`src/core/skl_pkg.sv`:
```
// package: opcodes, register map, field positions and reset values of the skip and timer load decoder
package skl_pkg;
    // instruction codes, 10 bits wide
    localparam logic [9:0] OP_SERIAL_FLAG_SKIP = 10'h288;
    localparam logic [9:0] OP_TMR1_FLAG_SKIP = 10'h280;
    localparam logic [9:0] OP_TMR2_FLAG_SKIP = 10'h281;
    localparam logic [9:0] OP_TMR3_FLAG_SKIP = 10'h282;
    localparam logic [9:0] OP_TMR4_FLAG_SKIP = 10'h283;
    localparam logic [9:0] OP_TMR5_FLAG_SKIP = 10'h284;
    localparam logic [9:0] OP_SERIAL_START = 10'h29e;
    localparam logic [9:0] OP_VOLTAGE_DETECTOR_ENABLE = 10'h293;
    localparam logic [9:0] OP_MEMORY_BIT_ZERO_SKIP = 10'h020;
    localparam logic [9:0] OP_MEMORY_BIT_MASK = 10'h3fc;
    localparam logic [9:0] OP_TMR1_LOAD = 10'h230;
    localparam logic [9:0] OP_TMR2_LOAD = 10'h231;
    localparam logic [9:0] OP_TMR3_LOAD = 10'h232;
    localparam logic [9:0] OP_TMR4_LOAD = 10'h233;
    localparam logic [9:0] OP_TMR4_SECOND_LOAD = 10'h237;

    // request flag indices inside the flag bank
    localparam int FLAG_COUNT = 6;
    localparam int FLAG_SERIAL = 0;
    localparam int FLAG_TMR1 = 1;
    localparam int FLAG_TMR2 = 2;
    localparam int FLAG_TMR3 = 3;
    localparam int FLAG_TMR4 = 4;
    localparam int FLAG_TMR5 = 5;

    // interrupt enable bit positions
    localparam int FIRST_TMR1_EN_BIT = 2;
    localparam int FIRST_TMR2_EN_BIT = 3;
    localparam int SECOND_TMR3_EN_BIT = 0;
    localparam int SECOND_TMR5_EN_BIT = 1;
    localparam int SECOND_SERIAL_TMR4_EN_BIT = 3;

    // status register fields
    localparam int STAT_VD_BIT = 6;
    localparam int STAT_SKIP_BIT = 7;

    // apb byte offsets
    localparam logic [7:0] ADDR_FIRST_ICTL = 8'h00;
    localparam logic [7:0] ADDR_SECOND_ICTL = 8'h04;
    localparam logic [7:0] ADDR_STATUS = 8'h08;
    localparam logic [7:0] ADDR_TMR1_RELOAD = 8'h0c;
    localparam logic [7:0] ADDR_TMR2_RELOAD = 8'h10;
    localparam logic [7:0] ADDR_TMR3_RELOAD = 8'h14;
    localparam logic [7:0] ADDR_TMR4_FIRST_RELOAD = 8'h18;
    localparam logic [7:0] ADDR_TMR4_SECOND_RELOAD = 8'h1c;

    // reset values
    localparam logic [3:0] ICTL_RESET = 4'h0;
    localparam logic [7:0] RELOAD_RESET = 8'h00;
endpackage

```
`src/core/skl_decoder.sv`:
```
// skip and timer load instruction executor with apb register access
`timescale 1ns/100ps

// Summary of operation
// - serial flag test skips, clears; enabled means nop
// - timer 1 flag test skips, clears; enabled nop
// - timer 2 flag test skips, clears; enabled nop
// - timer 3 flag test skips, clears; enabled nop
// - timer 4 test gated by second control bit3
// - timer 5 test gated by second control bit1
// - detector op sets flag when pin high
// - memory bit test skips when selected bit zero
// - timer 1 load writes counter and reload
// - timer 2 load writes counter and reload
// - timer 3 load writes counter and reload
// - timer 4 load writes counter, first reload
// - second timer 4 reload written from registers
module skl_decoder #(
    parameter int ADDR_W = 8
) (
    // clock, reset, enable
    input wire logic pclk,
    input wire logic presetn,
    input wire logic ce,
    // apb slave
    input wire logic psel,
    input wire logic penable,
    input wire logic pwrite,
    input wire logic [ADDR_W-1:0] paddr,
    input wire logic [31:0] pwdata,
    output logic [31:0] prdata,
    output logic pready,
    output logic pslverr,
    // instruction stream from the sequencer
    input wire logic instr_valid,
    input wire logic [9:0] instr_code,
    input wire logic [3:0] acc_val,
    input wire logic [3:0] breg_val,
    input wire logic [3:0] mem_word,
    // request events from serial and timers, and the detector enable pin
    input wire logic serial_done,
    input wire logic [4:0] tmr_event,
    input wire logic detector_enable_pin,
    // results
    output logic skip_q,
    output logic serial_start_q,
    output logic [3:0] tmr_load_q,
    output logic [7:0] tmr_load_val_q,
    output logic vd_flag_q,
    output logic [5:0] request_flag_q
);
    logic [3:0] first_ictl_q;
    logic [3:0] second_ictl_q;
    logic [7:0] tmr1_reload_reg_q;
    logic [7:0] tmr2_reload_reg_q;
    logic [7:0] tmr3_reload_reg_q;
    logic [7:0] tmr4_first_reload_reg_q;
    logic [7:0] tmr4_second_reload_reg_q;
    logic [31:0] prdata_q;
    logic pready_q;
    logic pslverr_q;
    logic skip_d;
    logic serial_start_d;
    logic [3:0] tmr_load_d;
    logic vd_flag_d;

    // decoded operations, masked by a pending skip
    wire exec_valid = instr_valid & ~skip_q;
    wire [5:0] flag_skip_op;
    wire serial_start_op;
    wire voltage_detector_enable_op;
    wire memory_bit_zero_skip_op;
    wire [3:0] tmr_load_op;
    wire tmr4_second_load_op;

    skl_op_decode u_dec (
        .code(instr_code),
        .valid(exec_valid),
        .flag_skip_op(flag_skip_op),
        .serial_start_op(serial_start_op),
        .voltage_detector_enable_op(voltage_detector_enable_op),
        .memory_bit_zero_skip_op(memory_bit_zero_skip_op),
        .tmr_load_op(tmr_load_op),
        .tmr4_second_load_op(tmr4_second_load_op)
    );

    // enable bit feeding each flag test
    wire serial_timer4_irq_enable_bit = second_ictl_q[skl_pkg::SECOND_SERIAL_TMR4_EN_BIT];
    wire tmr1_irq_enable_bit = first_ictl_q[skl_pkg::FIRST_TMR1_EN_BIT];
    wire tmr2_irq_enable_bit = first_ictl_q[skl_pkg::FIRST_TMR2_EN_BIT];
    wire tmr3_irq_enable_bit = second_ictl_q[skl_pkg::SECOND_TMR3_EN_BIT];
    wire tmr5_irq_enable_bit = second_ictl_q[skl_pkg::SECOND_TMR5_EN_BIT];
    wire [5:0] flag_enable = {tmr5_irq_enable_bit, serial_timer4_irq_enable_bit, tmr3_irq_enable_bit,
                              tmr2_irq_enable_bit, tmr1_irq_enable_bit, serial_timer4_irq_enable_bit};

    // a flag test with its enable set is a nop
    wire [5:0] flag_hit = flag_skip_op & ~flag_enable & request_flag_q;
    wire [5:0] flag_clr;
    assign flag_clr[skl_pkg::FLAG_SERIAL] = flag_hit[skl_pkg::FLAG_SERIAL] | serial_start_op;
    assign flag_clr[5:1] = flag_hit[5:1];

    skl_flag_bank #(
        .N(skl_pkg::FLAG_COUNT)
    ) u_flags (
        .pclk(pclk),
        .presetn(presetn),
        .ce(ce),
        .set({tmr_event, serial_done}),
        .clr(flag_clr),
        .flag_q(request_flag_q)
    );

    // selected memory bit is zero
    wire mem_bit_zero = ~mem_word[instr_code[1:0]];
    wire skip_cond = (|flag_hit) | (memory_bit_zero_skip_op & mem_bit_zero);

    // skip flag: set by a taken test, consumed by the next instruction
    always_comb begin
        skip_d = skip_q;
        if (instr_valid) begin
            skip_d = exec_valid & skip_cond;
        end
    end

    // one-cycle action strobes and the sticky detector flag
    assign serial_start_d = serial_start_op;
    assign tmr_load_d = tmr_load_op;
    assign vd_flag_d = vd_flag_q | (voltage_detector_enable_op & detector_enable_pin);

    wire [7:0] load_val = {breg_val, acc_val};

    always_ff @(posedge pclk or negedge presetn) begin
        if (!presetn) begin
            skip_q <= 1'b0;
            serial_start_q <= 1'b0;
            tmr_load_q <= 4'h0;
            tmr_load_val_q <= skl_pkg::RELOAD_RESET;
            vd_flag_q <= 1'b0;
        end else if (ce) begin
            skip_q <= skip_d;
            serial_start_q <= serial_start_d;
            tmr_load_q <= tmr_load_d;
            if (|tmr_load_op) begin
                tmr_load_val_q <= load_val;
            end
            vd_flag_q <= vd_flag_d;
        end
    end

    // apb decode
    wire apb_setup = psel & ~penable;
    wire apb_write = psel & penable & pready_q & pwrite;
    wire [7:0] addr8 = paddr[7:0];
    wire sel_first = (addr8 == skl_pkg::ADDR_FIRST_ICTL);
    wire sel_second = (addr8 == skl_pkg::ADDR_SECOND_ICTL);
    wire sel_status = (addr8 == skl_pkg::ADDR_STATUS);
    wire sel_r1 = (addr8 == skl_pkg::ADDR_TMR1_RELOAD);
    wire sel_r2 = (addr8 == skl_pkg::ADDR_TMR2_RELOAD);
    wire sel_r3 = (addr8 == skl_pkg::ADDR_TMR3_RELOAD);
    wire sel_r4l = (addr8 == skl_pkg::ADDR_TMR4_FIRST_RELOAD);
    wire sel_r4h = (addr8 == skl_pkg::ADDR_TMR4_SECOND_RELOAD);
    wire high_zero = (ADDR_W > 8) ? (paddr >> 8) == '0 : 1'b1;
    wire sel_any = high_zero & (sel_first | sel_second | sel_status | sel_r1 | sel_r2 | sel_r3 | sel_r4l | sel_r4h);

    wire [7:0] status_val = {skip_q, vd_flag_q, request_flag_q};
    wire [31:0] read_val =
        !high_zero ? 32'h0000_0000 :
        sel_first ? {28'h000_0000, first_ictl_q} :
        sel_second ? {28'h000_0000, second_ictl_q} :
        sel_status ? {24'h00_0000, status_val} :
        sel_r1 ? {24'h00_0000, tmr1_reload_reg_q} :
        sel_r2 ? {24'h00_0000, tmr2_reload_reg_q} :
        sel_r3 ? {24'h00_0000, tmr3_reload_reg_q} :
        sel_r4l ? {24'h00_0000, tmr4_first_reload_reg_q} :
        sel_r4h ? {24'h00_0000, tmr4_second_reload_reg_q} : 32'h0000_0000;

    // access phase answered at its first edge
    always_ff @(posedge pclk or negedge presetn) begin
        if (!presetn) begin
            pready_q <= 1'b0;
            pslverr_q <= 1'b0;
            prdata_q <= 32'h0000_0000;
        end else if (ce) begin
            pready_q <= apb_setup;
            pslverr_q <= apb_setup & ~sel_any;
            if (apb_setup && !pwrite) begin
                prdata_q <= read_val;
            end
        end
    end

    assign prdata = prdata_q;
    assign pready = pready_q;
    assign pslverr = pslverr_q;

    // control registers written by software
    always_ff @(posedge pclk or negedge presetn) begin
        if (!presetn) begin
            first_ictl_q <= skl_pkg::ICTL_RESET;
            second_ictl_q <= skl_pkg::ICTL_RESET;
        end else if (ce && apb_write && high_zero) begin
            if (sel_first) begin
                first_ictl_q <= pwdata[3:0];
            end
            if (sel_second) begin
                second_ictl_q <= pwdata[3:0];
            end
        end
    end

    // reload registers: instruction loads take precedence over software
    always_ff @(posedge pclk or negedge presetn) begin
        if (!presetn) begin
            tmr1_reload_reg_q <= skl_pkg::RELOAD_RESET;
            tmr2_reload_reg_q <= skl_pkg::RELOAD_RESET;
            tmr3_reload_reg_q <= skl_pkg::RELOAD_RESET;
            tmr4_first_reload_reg_q <= skl_pkg::RELOAD_RESET;
            tmr4_second_reload_reg_q <= skl_pkg::RELOAD_RESET;
        end else if (ce) begin
            if (tmr_load_op[0]) begin
                tmr1_reload_reg_q <= load_val;
            end else if (apb_write && high_zero && sel_r1) begin
                tmr1_reload_reg_q <= pwdata[7:0];
            end
            if (tmr_load_op[1]) begin
                tmr2_reload_reg_q <= load_val;
            end else if (apb_write && high_zero && sel_r2) begin
                tmr2_reload_reg_q <= pwdata[7:0];
            end
            if (tmr_load_op[2]) begin
                tmr3_reload_reg_q <= load_val;
            end else if (apb_write && high_zero && sel_r3) begin
                tmr3_reload_reg_q <= pwdata[7:0];
            end
            if (tmr_load_op[3]) begin
                tmr4_first_reload_reg_q <= load_val;
            end else if (apb_write && high_zero && sel_r4l) begin
                tmr4_first_reload_reg_q <= pwdata[7:0];
            end
            if (tmr4_second_load_op) begin
                tmr4_second_reload_reg_q <= load_val;
            end else if (apb_write && high_zero && sel_r4h) begin
                tmr4_second_reload_reg_q <= pwdata[7:0];
            end
        end
    end
endmodule

```
`src/core/skl_op_decode.sv`:
```
// combinational decoder from instruction code to one-hot operation strobes
`timescale 1ns/100ps
module skl_op_decode (
    // instruction
    input wire logic [9:0] code,
    input wire logic valid,
    // decoded strobes, flag tests indexed as in the flag bank
    output logic [5:0] flag_skip_op,
    output logic serial_start_op,
    output logic voltage_detector_enable_op,
    output logic memory_bit_zero_skip_op,
    output logic [3:0] tmr_load_op,
    output logic tmr4_second_load_op
);
    function automatic logic is_op(input logic [9:0] c, input logic [9:0] op);
        is_op = (c == op);
    endfunction

    assign flag_skip_op[skl_pkg::FLAG_SERIAL] = valid & is_op(code, skl_pkg::OP_SERIAL_FLAG_SKIP);
    assign flag_skip_op[skl_pkg::FLAG_TMR1] = valid & is_op(code, skl_pkg::OP_TMR1_FLAG_SKIP);
    assign flag_skip_op[skl_pkg::FLAG_TMR2] = valid & is_op(code, skl_pkg::OP_TMR2_FLAG_SKIP);
    assign flag_skip_op[skl_pkg::FLAG_TMR3] = valid & is_op(code, skl_pkg::OP_TMR3_FLAG_SKIP);
    assign flag_skip_op[skl_pkg::FLAG_TMR4] = valid & is_op(code, skl_pkg::OP_TMR4_FLAG_SKIP);
    assign flag_skip_op[skl_pkg::FLAG_TMR5] = valid & is_op(code, skl_pkg::OP_TMR5_FLAG_SKIP);
    assign serial_start_op = valid & is_op(code, skl_pkg::OP_SERIAL_START);
    assign voltage_detector_enable_op = valid & is_op(code, skl_pkg::OP_VOLTAGE_DETECTOR_ENABLE);
    // low two bits carry the bit number
    assign memory_bit_zero_skip_op = valid &
        is_op(code & skl_pkg::OP_MEMORY_BIT_MASK, skl_pkg::OP_MEMORY_BIT_ZERO_SKIP);
    assign tmr_load_op[0] = valid & is_op(code, skl_pkg::OP_TMR1_LOAD);
    assign tmr_load_op[1] = valid & is_op(code, skl_pkg::OP_TMR2_LOAD);
    assign tmr_load_op[2] = valid & is_op(code, skl_pkg::OP_TMR3_LOAD);
    assign tmr_load_op[3] = valid & is_op(code, skl_pkg::OP_TMR4_LOAD);
    assign tmr4_second_load_op = valid & is_op(code, skl_pkg::OP_TMR4_SECOND_LOAD);
endmodule

```
`src/core/skl_flag_bank.sv`:
```
// bank of sticky request flags: hardware set wins over instruction clear
`timescale 1ns/100ps
module skl_flag_bank #(
    parameter int N = 6
) (
    // clock and reset
    input wire logic pclk,
    input wire logic presetn,
    input wire logic ce,
    // set and clear
    input wire logic [N-1:0] set,
    input wire logic [N-1:0] clr,
    // flags
    output logic [N-1:0] flag_q
);
    logic [N-1:0] flag_d;

    for (genvar i = 0; i < N; i++) begin : g_flag
        assign flag_d[i] = set[i] | (flag_q[i] & ~clr[i]);
        always_ff @(posedge pclk or negedge presetn) begin
            if (!presetn) begin
                flag_q[i] <= 1'b0;
            end else if (ce) begin
                flag_q[i] <= flag_d[i];
            end
        end
    end
endmodule

```
`config.mk`:
```
export PLATFORM = sky130hd
export DESIGN_NAME = skl_decoder
export DESIGN_NICKNAME = d
export VERILOG_FILES = /design/src/core/skl_pkg.sv /design/src/core/skl_decoder.sv /design/src/core/skl_op_decode.sv /design/src/core/skl_flag_bank.sv
export SDC_FILE = /design/constraint.sdc
export NUM_CORES = 1
export LEC_CHECK = 0
export BUFFER_PORTS_ARGS = -buffer_cell sky130_fd_sc_hd__buf_2
export CORE_MARGIN = 3
export CORE_UTILIZATION = 45
export CTS_CLUSTER_SIZE = 20
export DETAILED_ROUTE_END_ITERATION = 10
export HOLD_SLACK_MARGIN = 0.12
export PLACE_DENSITY = 0.7
export SKIP_CTS_REPAIR_TIMING = 1
export SYNTH_ARGS = -nofsm -noshare
export SYNTH_HDL_FRONTEND = slang
export SYNTH_HIERARCHICAL = 1
export SYNTH_SLANG_ARGS = --single-unit
export TNS_END_PERCENT = 50
```
`constraint.sdc`:
```
create_clock -name pclk -period 5 [get_ports pclk]
set_clock_uncertainty 0.1 [all_clocks]
set_input_delay 0.5 -clock pclk [delete_from_list [all_inputs] [get_ports pclk]]
set_output_delay 0.5 -clock pclk [all_outputs]
set_load 0.03 [all_outputs]
```
-- Word level (Yosys, flattened, before mapping)
Cells that the tools add are included.
- flip-flop bits (word level): 103
- latch bits: 0
- RAM bits: 0
- bits in read-only memories: 0
- bits of input ports: 76
- output and inout port bits: 55
- word-level logic and storage cells: 147
- memories: 0
- add/sub/neg operators: 0
- multiply operators: 0
- divide/modulo/power cells: 0
- order comparisons: 1
- equal/unequal tests: 21
- shift-type cells: 0
- mux-type cells: 20
- bitwise logic cells: 58
- reductions and logical operators: 26
- operators with widths (operator ; number):
    $mux 8 ; 18
    $eq 10x10->1 const B ; 13
    $eq 8x5->1 const B ; 4
    $and 1x1->1 ; 29
    $eq 8x4->1 const B ; 3
    $reduce_and 2->1 ; 10
    $or 1x1->1 ; 16
    $and 6x6->6 ; 2
    $not 1->1 ; 10
    $reduce_bool 2->1 ; 5
    $eq 8x3->1 const B ; 1
    $logic_not 8->1 ; 1
    $logic_and 1x1->1 ; 7
    $not 6->6 ; 1
    $reduce_or 6->1 ; 1
    $reduce_or 4->1 ; 1
    $lt 2x3->1 const B ; 1
    $bmux 1 s2 ; 1
    $logic_not 1->1 ; 1
    $mux 1 ; 1

-- Depth between registers and ports, before layout
Gate-level depths: netlist (run 1).
- word-level depth: 10
- depth in mapped cells: 8
- gate-level depth less buffers: 7

-- Modules after synthesis
The synthesis (run 1) kept the hierarchy.
- modules (own cells, without submodules) (module ; instances ; cells each ; area each (µm²)):
    skl_decoder ; 1 ; 377 ; 4284.1
    skl_op_decode ; 1 ; 32 ; 266.5
    skl_flag_bank ; 1 ; 19 ; 239.0

-- Worst setup path before layout (run 1)
OpenSTA, ideal clock, no wires.
- path type: in2reg
- start point: input instr_code[8]
- end point: register tmr4_first_reload_reg_q[0]
- library setup time: 0.125 ns
- arrival: 2.431 ns
- required time: 4.775 ns
- slack: 2.345 ns
- stages on the path: 7
- path buffers: 2
- path through: or4b_4 > buf_6 > nor4_2 > clkbuf_1 > nand2_1 > o31ai_2 > mux2_2
- longest elaborated chain between the ends: 4
- elaborated cells on any way between the ends: 5
- ends and longest elaborated chain (what ; RTL line ; text):
    from (decl) ; skl_decoder.sv:36 ; input wire logic [9:0] instr_code,
    $eq 10x10->1 * ; skl_op_decode.sv:16 ; is_op = (c == op);
    $and 1x1->1 * ; skl_op_decode.sv:33 ; assign tmr_load_op[3] = valid & is_op(code, skl_pkg::OP_TMR4_LOAD);
    named net tmr_load_d[3] ; skl_decoder.sv:64 ; logic [3:0] tmr_load_d;
    $reduce_bool 2->1 (no source line) ; n/a ;
    $reduce_and 2->1 (no source line) ; n/a ;
    to (signal assigned) ; skl_decoder.sv:217 ; tmr4_first_reload_reg_q <= skl_pkg::RELOAD_RESET;
    to (signal assigned) ; skl_decoder.sv:236 ; tmr4_first_reload_reg_q <= load_val;
    to (signal assigned) ; skl_decoder.sv:238 ; tmr4_first_reload_reg_q <= pwdata[7:0];
    to (decl) ; skl_decoder.sv:57 ; logic [7:0] tmr4_first_reload_reg_q;
Mark *: on every way through the listed nets, which the timed path passes. The rest lies on a longest branch.
A chain may end at the register's enable or synchronous reset.

-- Worst setup path in the final report (run 1)
- start point: input ce
- end point: register prdata_q[6] (netlist: prdata[6])
- longest elaborated chain between the ends: 1
- ends and longest elaborated chain (what ; RTL line ; text):
    from (decl) ; skl_decoder.sv:24 ; input wire logic ce,
    $reduce_and 2->1 (no source line) ; n/a ;
    to (signal assigned) ; skl_decoder.sv:187 ; prdata_q <= read_val;
    to (decl) ; skl_decoder.sv:59 ; logic [31:0] prdata_q;
Every way passes these cells.

==> results.txt, run 1 <==
- The die covers 11,900 sq um.
- The Yosys step of the flow raised 6 warnings.
- In this run the count of I/O pins placed on the die edge is 131.
- Crit path required time: 5160 ps
* Number of antenna violations at the first check in global routing: 0
- Highest clock frequency the design can meet: 0.362 GHz
- Status: complete, no violations
- Setup repair after global routing left no endpoint under its margin.
- Path type of the worst setup path: input pin to flop
- Placed insts: 626
- After clock tree synthesis, the clock-pin slew on the worst setup and hold paths is 80 ps.
- In the synthesized netlist the dominant register cell turns out to be sky130_fd_sc_hd__dfrtp_1.
* Most frequent cells in the layout: sky130_fd_sc_hd__mux2_2 (94), sky130_fd_sc_hd__buf_2 (81), sky130_fd_sc_hd__dfrtp_1 (79)
- Worst-path cell with the longest stage delay: sky130_fd_sc_hd__nor4_1
- Startpoint Class: input pin
* Area inside the core boundary: 10,300 sq um
- Number of enable flip-flop cells after synthesis: 0
* Antenna diode count: 0
- Cells along the critical path: buf_2 -> nand4bb_1 -> nor4_1 -> o211ai_1 -> o31ai_1
- In this run, the number of DRC markers left after iteration 0 of detailed routing was 179.
* Starting Density: 46.4%
- TritonCTS built the clock tree.
* Clock Path Buffers: 2
- From bottom edge to top edge, the die measures 109 um.
- Number of nets with antenna violations after routing: 0
- After layout, the worst path uses 55.3% of the clock period.
- Final setup violation count: 0
* Clock latency reported for the late side of the worst-skew pair: 350 ps
* Vias per inst: 5.63
- Number of standard cells in the layout, taps in and fillers out: 641
- The total overflow left after global routing is 0.
* Share of flip-flops with an asynchronous set or reset after synthesis: 100%
- Max-cap violations: 0
- Area grow syn2layout: 13.5%
- Synth unique cells: 58
- The net count of the finished layout is 577.
* Worst slew margin relative to its limit: 27.8%
- Die boundary width: 109 um
- The tightest min-delay check is of the input pin to async pin type.
* Cell area power density: 238 nW/um^2
* DR WL/cell: 19.0 um
- Synthesized netlist cell count: 428
- Of the cells placed in the final design, the portion with a size suffix greater than 1 is 44.6%.
- Endpoints failing hold: 0
- The congestion estimate from routability-driven global placement came to 0.860.
- Summed over all cells, the static leakage comes to 2.51 nW.
- Summing every instance area after synthesis gives 4790 sq um.
- The final-report max-slew violation count was 0.
- At the placement stage, the worst setup path has a slack of 1870 ps.
- In this run the worst path has a maximum fanout of 31.
* HPWL after detailed placement: 8.49 mm
* Total clock sinks: 79
* Cell at the root of the clock tree: sky130_fd_sc_hd__clkbuf_8
* Max incr delay on CP: 840 ps
- Aggregate global-route resource usage: 21.0%
- After detailed routing, the total wire length is 12.2 mm.
- Setup total negative slack on the finished layout was measured at 0 ps.
* Flip-flop and latch count after synthesis: 79
* Global-route wire length before repair: 18.9 mm
* Most common cell after layout, fill and taps aside: sky130_fd_sc_hd__mux2_2
- Number of iterations in the first detailed-routing pass: 5
* Crit path DAT: 2920 ps
* Sequential element share of the synthesized area: 41.3%
- Avg Cell Area, Syn: 11.2 sq um
- The worst-case IR drop observed on VDD is 114 uV.
- Number of buffers created by CTS: 9
* Quantity of I/O buffers inserted on ports: 82
- Time the worst path needs with I/O delays and setup: 2760 ps
- Drt drc: 0
* Number of H-tree levels: 3
- Worst-Margin Slew: 1080 ps
* Crit path capture type: flop
* Number of global-route vias before repair: 3,539
* Count of vias placed by the detailed router: 3,611
* Setup ws final: 2240 ps
- Entering global routing, the biggest net connects 80 pins.
- The initialized floorplan defines 37 standard-cell rows.
synth_stat cells, types with 3 or more instances:
library cell / count / share of area [%]
sky130_fd_sc_hd__a211oi_1: 4 / 0.63
sky130_fd_sc_hd__a21oi_1: 7 / 0.73
sky130_fd_sc_hd__a221o_1: 3 / 0.63
sky130_fd_sc_hd__a22o_1: 4 / 0.73
sky130_fd_sc_hd__a31oi_1: 3 / 0.39
sky130_fd_sc_hd__a32oi_1: 3 / 0.55
sky130_fd_sc_hd__buf_2: 3 / 0.31
sky130_fd_sc_hd__buf_4: 25 / 3.9
sky130_fd_sc_hd__clkbuf_1: 17 / 1.3
sky130_fd_sc_hd__dfrtp_1: 79 / 41
sky130_fd_sc_hd__inv_1: 7 / 0.55
sky130_fd_sc_hd__mux2_2: 94 / 22
sky130_fd_sc_hd__mux2_4: 4 / 1.3
sky130_fd_sc_hd__mux2i_1: 4 / 0.84
sky130_fd_sc_hd__mux4_2: 3 / 1.4
sky130_fd_sc_hd__nand2_1: 26 / 2.0
sky130_fd_sc_hd__nand2b_1: 16 / 2.1
sky130_fd_sc_hd__nand3_1: 4 / 0.42
sky130_fd_sc_hd__nand4bb_1: 3 / 0.71
sky130_fd_sc_hd__nor2_1: 13 / 1.0
sky130_fd_sc_hd__nor2b_1: 7 / 0.91
sky130_fd_sc_hd__nor3_1: 7 / 0.73
sky130_fd_sc_hd__nor3b_1: 4 / 0.63
sky130_fd_sc_hd__nor4_1: 10 / 1.3
sky130_fd_sc_hd__nor4_2: 7 / 1.8
sky130_fd_sc_hd__o211ai_1: 4 / 0.63
sky130_fd_sc_hd__o21ai_0: 12 / 1.3
sky130_fd_sc_hd__o22ai_1: 7 / 0.91
sky130_fd_sc_hd__o2bb2ai_1: 3 / 0.55
sky130_fd_sc_hd__o31ai_1: 4 / 0.63
sky130_fd_sc_hd__or4_1: 6 / 0.94
kinds of logic after synthesis:
family,Yosys count,synth area share (%)
buffers and inverters,56,6.74
and+or+nand+nor,121,15.9
AOI/OAI and AO/OA,66,10.4
other,1,0.0783
muxes,105,25.6
DFF,79,41.3
critical path, delay by kind of cell:
family	cells	cell delay (ps)
simple gates	2	1520
buf+inv	1	450
compound gates	2	440
sequential cells by signal, summed over array words and instances, names as in the netlist, 4 cells and up:
| name | count |
|---|---|
| tmr_load_val_q | 8 |
| second_ictl_q | 4 |
| tmr2_reload_reg_q | 8 |
| tmr_load_q | 4 |
| tmr4_first_reload_reg_q | 8 |
| first_ictl_q | 4 |
| tmr1_reload_reg_q | 8 |
| tmr3_reload_reg_q | 8 |
| prdata | 8 |
| u_flags/flag_q | 6 |
| tmr4_second_reload_reg_q | 8 |
power breakdown:
group          switching [W]  total (W)  leakage, nW  internal, W
clock               0.000236   0.000478       0.0964     0.000243
combinational       0.000111   0.000166         1.34    0.0000548
sequential        0.00000446   0.000651         1.07     0.000646
metal layers:
metal	GRT usage [%]	wire length, um
met5	0	0
met3	3.85	752
met4	7.21	253
met2	33.2	5700
met1	28.9	5450
worst paths after layout:
| path | to | start | slack (ps) | depth (start not counted) |
|---|---|---|---|---|
| worst max register to register | tmr_load_val_q[3] | skip_q | 2260 | 6 |
| max in group asynchronous | second_ictl_q[3] | presetn | 3950 | 1 |
| worst min register to register | prdata[7] | prdata[7] | 400 | 2 |
| worst min-delay path | tmr_load_val_q[1] | presetn | 210 | 1 |
| worst max-delay path | prdata[6] | ce | 2240 | 5 |
| min in group pclk | u_flags/flag_q[0] | serial_done | 270 | 2 |
final cells by class:
class,instances,area [sq um]
Clock buffer,12,145
Clock inverter,3,43.8
Fill cell,938,4890
Inverter,8,30.0
Multi-Input combinational cell,316,2620
Sequential cell,79,1980
Tap cell,136,170
Timing Repair Buffer,87,450
stage by stage:
step,cell area [sq um],utilization [%],hold slack (ps),power [W]
after floorplan,4880,-,104,0.000779
after global placement,5250,50.8,375,0.000826
after detailed placement,5250,50.8,387,0.000829
after CTS,5430,52.6,256,0.00130
after global routing,5430,52.6,265,0.00135
final,5430,52.6,208,0.00129
Power figures use the tool's default switching activity.
==> run 2: changes to the inputs <==
--- a/config.mk
+++ b/config.mk
@@ -11,7 +11,7 @@
 export CTS_CLUSTER_SIZE = 20
 export DETAILED_ROUTE_END_ITERATION = 10
 export HOLD_SLACK_MARGIN = 0.12
-export PLACE_DENSITY = 0.7
+export PLACE_DENSITY = 0.73
 export SKIP_CTS_REPAIR_TIMING = 1
 export SYNTH_ARGS = -nofsm -noshare
 export SYNTH_HDL_FRONTEND = slang
==> constraint.sdc (replaced) <==
create_clock -name pclk -period 2.3 [get_ports pclk]
set_clock_uncertainty 0.1 [all_clocks]
set_input_delay 0.23 -clock pclk [delete_from_list [all_inputs] [get_ports pclk]]
set_output_delay 0.23 -clock pclk [all_outputs]
set_load 0.03 [all_outputs]
==> run 2 against run 1 <==
  * Sequential cell count unchanged
  * Wire length increased by 10%
  * Highest routed layer unchanged
  * Combinational power increased to 2.5 times the previous value
  * Die area unchanged
==> results.txt, run 2 (synthesized netlist as in run 1, its figures left out) <==
- The wire length of the first global-routing pass is 20.5 mm (+8.6%).
- The biggest cell delay along the critical path is 410 ps (-430 ps).
- The library cell used most frequently in the layout, excluding fill and tap cells, is sky130_fd_sc_hd__mux2_2.
- I/O pin count: 131 (unchanged)
- The global-route usage over all layers was 22.8% (+1.8 points).
- Drt drc: 0 (unchanged)
* Crit path capture type: flop
- The worst register-to-register path ends at tmr4_second_reload_reg_q[4].
- Area inside the core boundary: 10,300 sq um (unchanged)
- Final setup violation count: 0 (unchanged)
- Class of the most critical hold timing path: input pin to flop
- Static power due to leakage: 2.81 nW (+12%)
- The vertical die dimension was 109 um (unchanged).
- The number of nets in the layout is 635 (+10%).
* Category of cells accounting for the largest share of critical-path delay: multiplexers
- Crit path required time: 2430 ps (-2730 ps)
* DR top layer: met4
- The via-per-instance ratio is 5.58 (-0.90%).
- The worst hold path was traced through 2 stages.
- The worst hold slack after final layout is 103 ps (-105 ps).
- The number of H-tree branching levels was 3 (unchanged).
* Hold path start: acc_val[3]
- Number of antenna violations at the first check in global routing: 0 (unchanged)
- Placed cell areas: 5610 sq um (+7.0%)
- Tracing the worst setup path back leads to its startpoint at skip_q.
- Clock transition time at the flip-flop clock pins of the worst setup and hold paths: 80 ps (about the same)
- First DRT Iteration DRCs: 234 (+31%)
- Maximum ir drop on the vdd rail: 420 uV (+270%)
- The clock sink total came to 79 (unchanged).
- Endpoint, Worst Hold: tmr_load_val_q[3]
- Total met2 wirelength after detailed routing: 6.49 mm (+14%)
* Worst-Margin Slew: 630 ps (-446 ps)
- The final weighted congestion of routability-driven global placement is 0.882 (+2.5%).
* Path type of the worst setup path: flop to flop
* Most frequent cells in the layout: sky130_fd_sc_hd__mux2_2 (92), sky130_fd_sc_hd__buf_2 (81), sky130_fd_sc_hd__dfrtp_1 (78)
- The tightest slew margin relative to the limit was 58.0% (+30 points).
* Remaining global-route overflow: 0 (unchanged)
* Share of layout cells above drive strength 1: 48.2% (+3.7 points)
- Endpoints failing hold: 0 (unchanged)
- HPWL after detailed placement: 9.71 mm (+14%)
- Number of buffers created by CTS: 9 (unchanged)
- The final cell area excluding filler cells is 6050 sq um (+11%).
* Cell at the root of the clock tree: sky130_fd_sc_hd__clkbuf_8
- The critical path data arrival time came to 2340 ps (-580 ps).
- The top fanout value on the critical path is 6 (-81%).
- Wire length on met3: 809 um (+7.6%)
- The largest net degree at the start of global routing came to 49 (-39%).
- The width of the die is 109 um (unchanged).
- Total routed wirelength: 13.4 mm (+10%)
* Final Cycle Share: 96.3%
* Starting Density: 46.4% (unchanged)
* Metal1 wirelength: 5.79 mm (+6.2%)
- RSZ-0062 raised after global routing: yes
- Count of vias placed by the detailed router: 3,908 (+8.2%)
* Cell area power density: 500 nW/um^2 (+110%)
- The max capacitance violation total is 0 (unchanged).
- The average wire length per cell after detail routing is 19.2 um (+1.1%).
* Std-Cell Rows: 37 (unchanged)
- Startpoint Class: flop
- Max-slew violation total from the final report: 0 (unchanged)
- After layout, the minimum clock period comes to 2210 ps.
* Post-Route Utilization: 58.6% (+6.0 points)
- The number of diodes came to 0 (unchanged).
* Area grow syn2layout: 26.4%
- Number of global-route vias before repair: 3,965 (+12%)
* Number of nets with antenna violations after routing: 0 (unchanged)
- Cells along the critical path: nor2b_2 -> nand4bb_1 -> buf_6 -> nor4_2 -> buf_4 -> buf_12 -> mux2_2 -> mux2_2
- R2R Path Start: skip_q
- TritonCTS built the clock tree.
- Quantity of I/O buffers inserted on ports: 82 (unchanged)
- The buffering stage count on the worst path with inverters included is 3 (+2).
- The die outline area was 11,900 sq um (unchanged).
- Clock latency reported for the late side of the worst-skew pair: 350 ps (about the same)
* Clock Path Buffers: 2 (unchanged)
- Status: complete, no violations
* Total Power Consumption: 0.00303 W (+130%)
- The first-pass iteration count of the detailed router came to 5 (unchanged).
* R2R Setup Slk: 90 ps (-2170 ps)
- The number of cells traversed by the worst register-to-register path was 8 (+2).
- Among the stages of the critical path, the cell type that occurs most often is sky130_fd_sc_hd__mux2_2.
- Based on the critical path, the design can be clocked at up to 0.452 GHz.
- Among all stages on the critical path, the largest delay is contributed by sky130_fd_sc_hd__dfrtp_2.
-- run 2: cell count changes in the layout (fill, tap and decap cells not counted), sizes merged --
cell,change
clkinvlp,+2
clkbuf,-1
buf,+42
dlygate4sd3,+16
clkinv,-1
bufinv,+1
-- run 2: how the worst max path moves through the flow --
stage	endpoint	slack, ps	cells past startpoint
3_5_place_dp	tmr1_reload_reg_q[3]	-110	8
4_1_cts	tmr4_second_reload_reg_q[7]	20	8
6_report	tmr4_second_reload_reg_q[4]	90	8
2_1_floorplan	tmr3_reload_reg_q[0]	-130	7
3_3_place_gp	tmr1_reload_reg_q[6]	-100	8
5_1_grt	tmr4_second_reload_reg_q[7]	-30	8
-- run 2: layer usage --
| layer | up-vias | GRT usage [%] |
|---|---|---|
| li1 | 1818 | - |
| met3 | 23 | 3.20 |
| met5 | - | 0 |
| met2 | 149 | 38.5 |
| met1 | 1918 | 29.1 |
| met4 | 0 | 9.83 |
-- run 2: layout make-up --
class / instances / area [sq um]
tap: 136 / 170
clock buffer: 11 / 151
inverter: 8 / 30.0
fill: 874 / 4270
timing repair buffer: 145 / 1020
clock inverter: 5 / 80.1
sequential: 79 / 1980
multi-input combinational: 316 / 2620
-- run 2: stage by stage --
stage | setup WS [ps] | TNS [ps] | std cells
finish | 85.7 | 0 | 700
floorplan | -128 | -1750 | 451
global placement | -104 | -1830 | 667
CTS | 21.1 | 0 | 683
global route | -27.9 | -97.6 | 700
detailed placement | -109 | -2270 | 667
-- run 2: where the power goes --
part           switching (W)  total (W)  internal (W)
combinational       0.000257   0.000419      0.000162
sequential         0.0000105    0.00142       0.00140
clock               0.000526    0.00119      0.000669
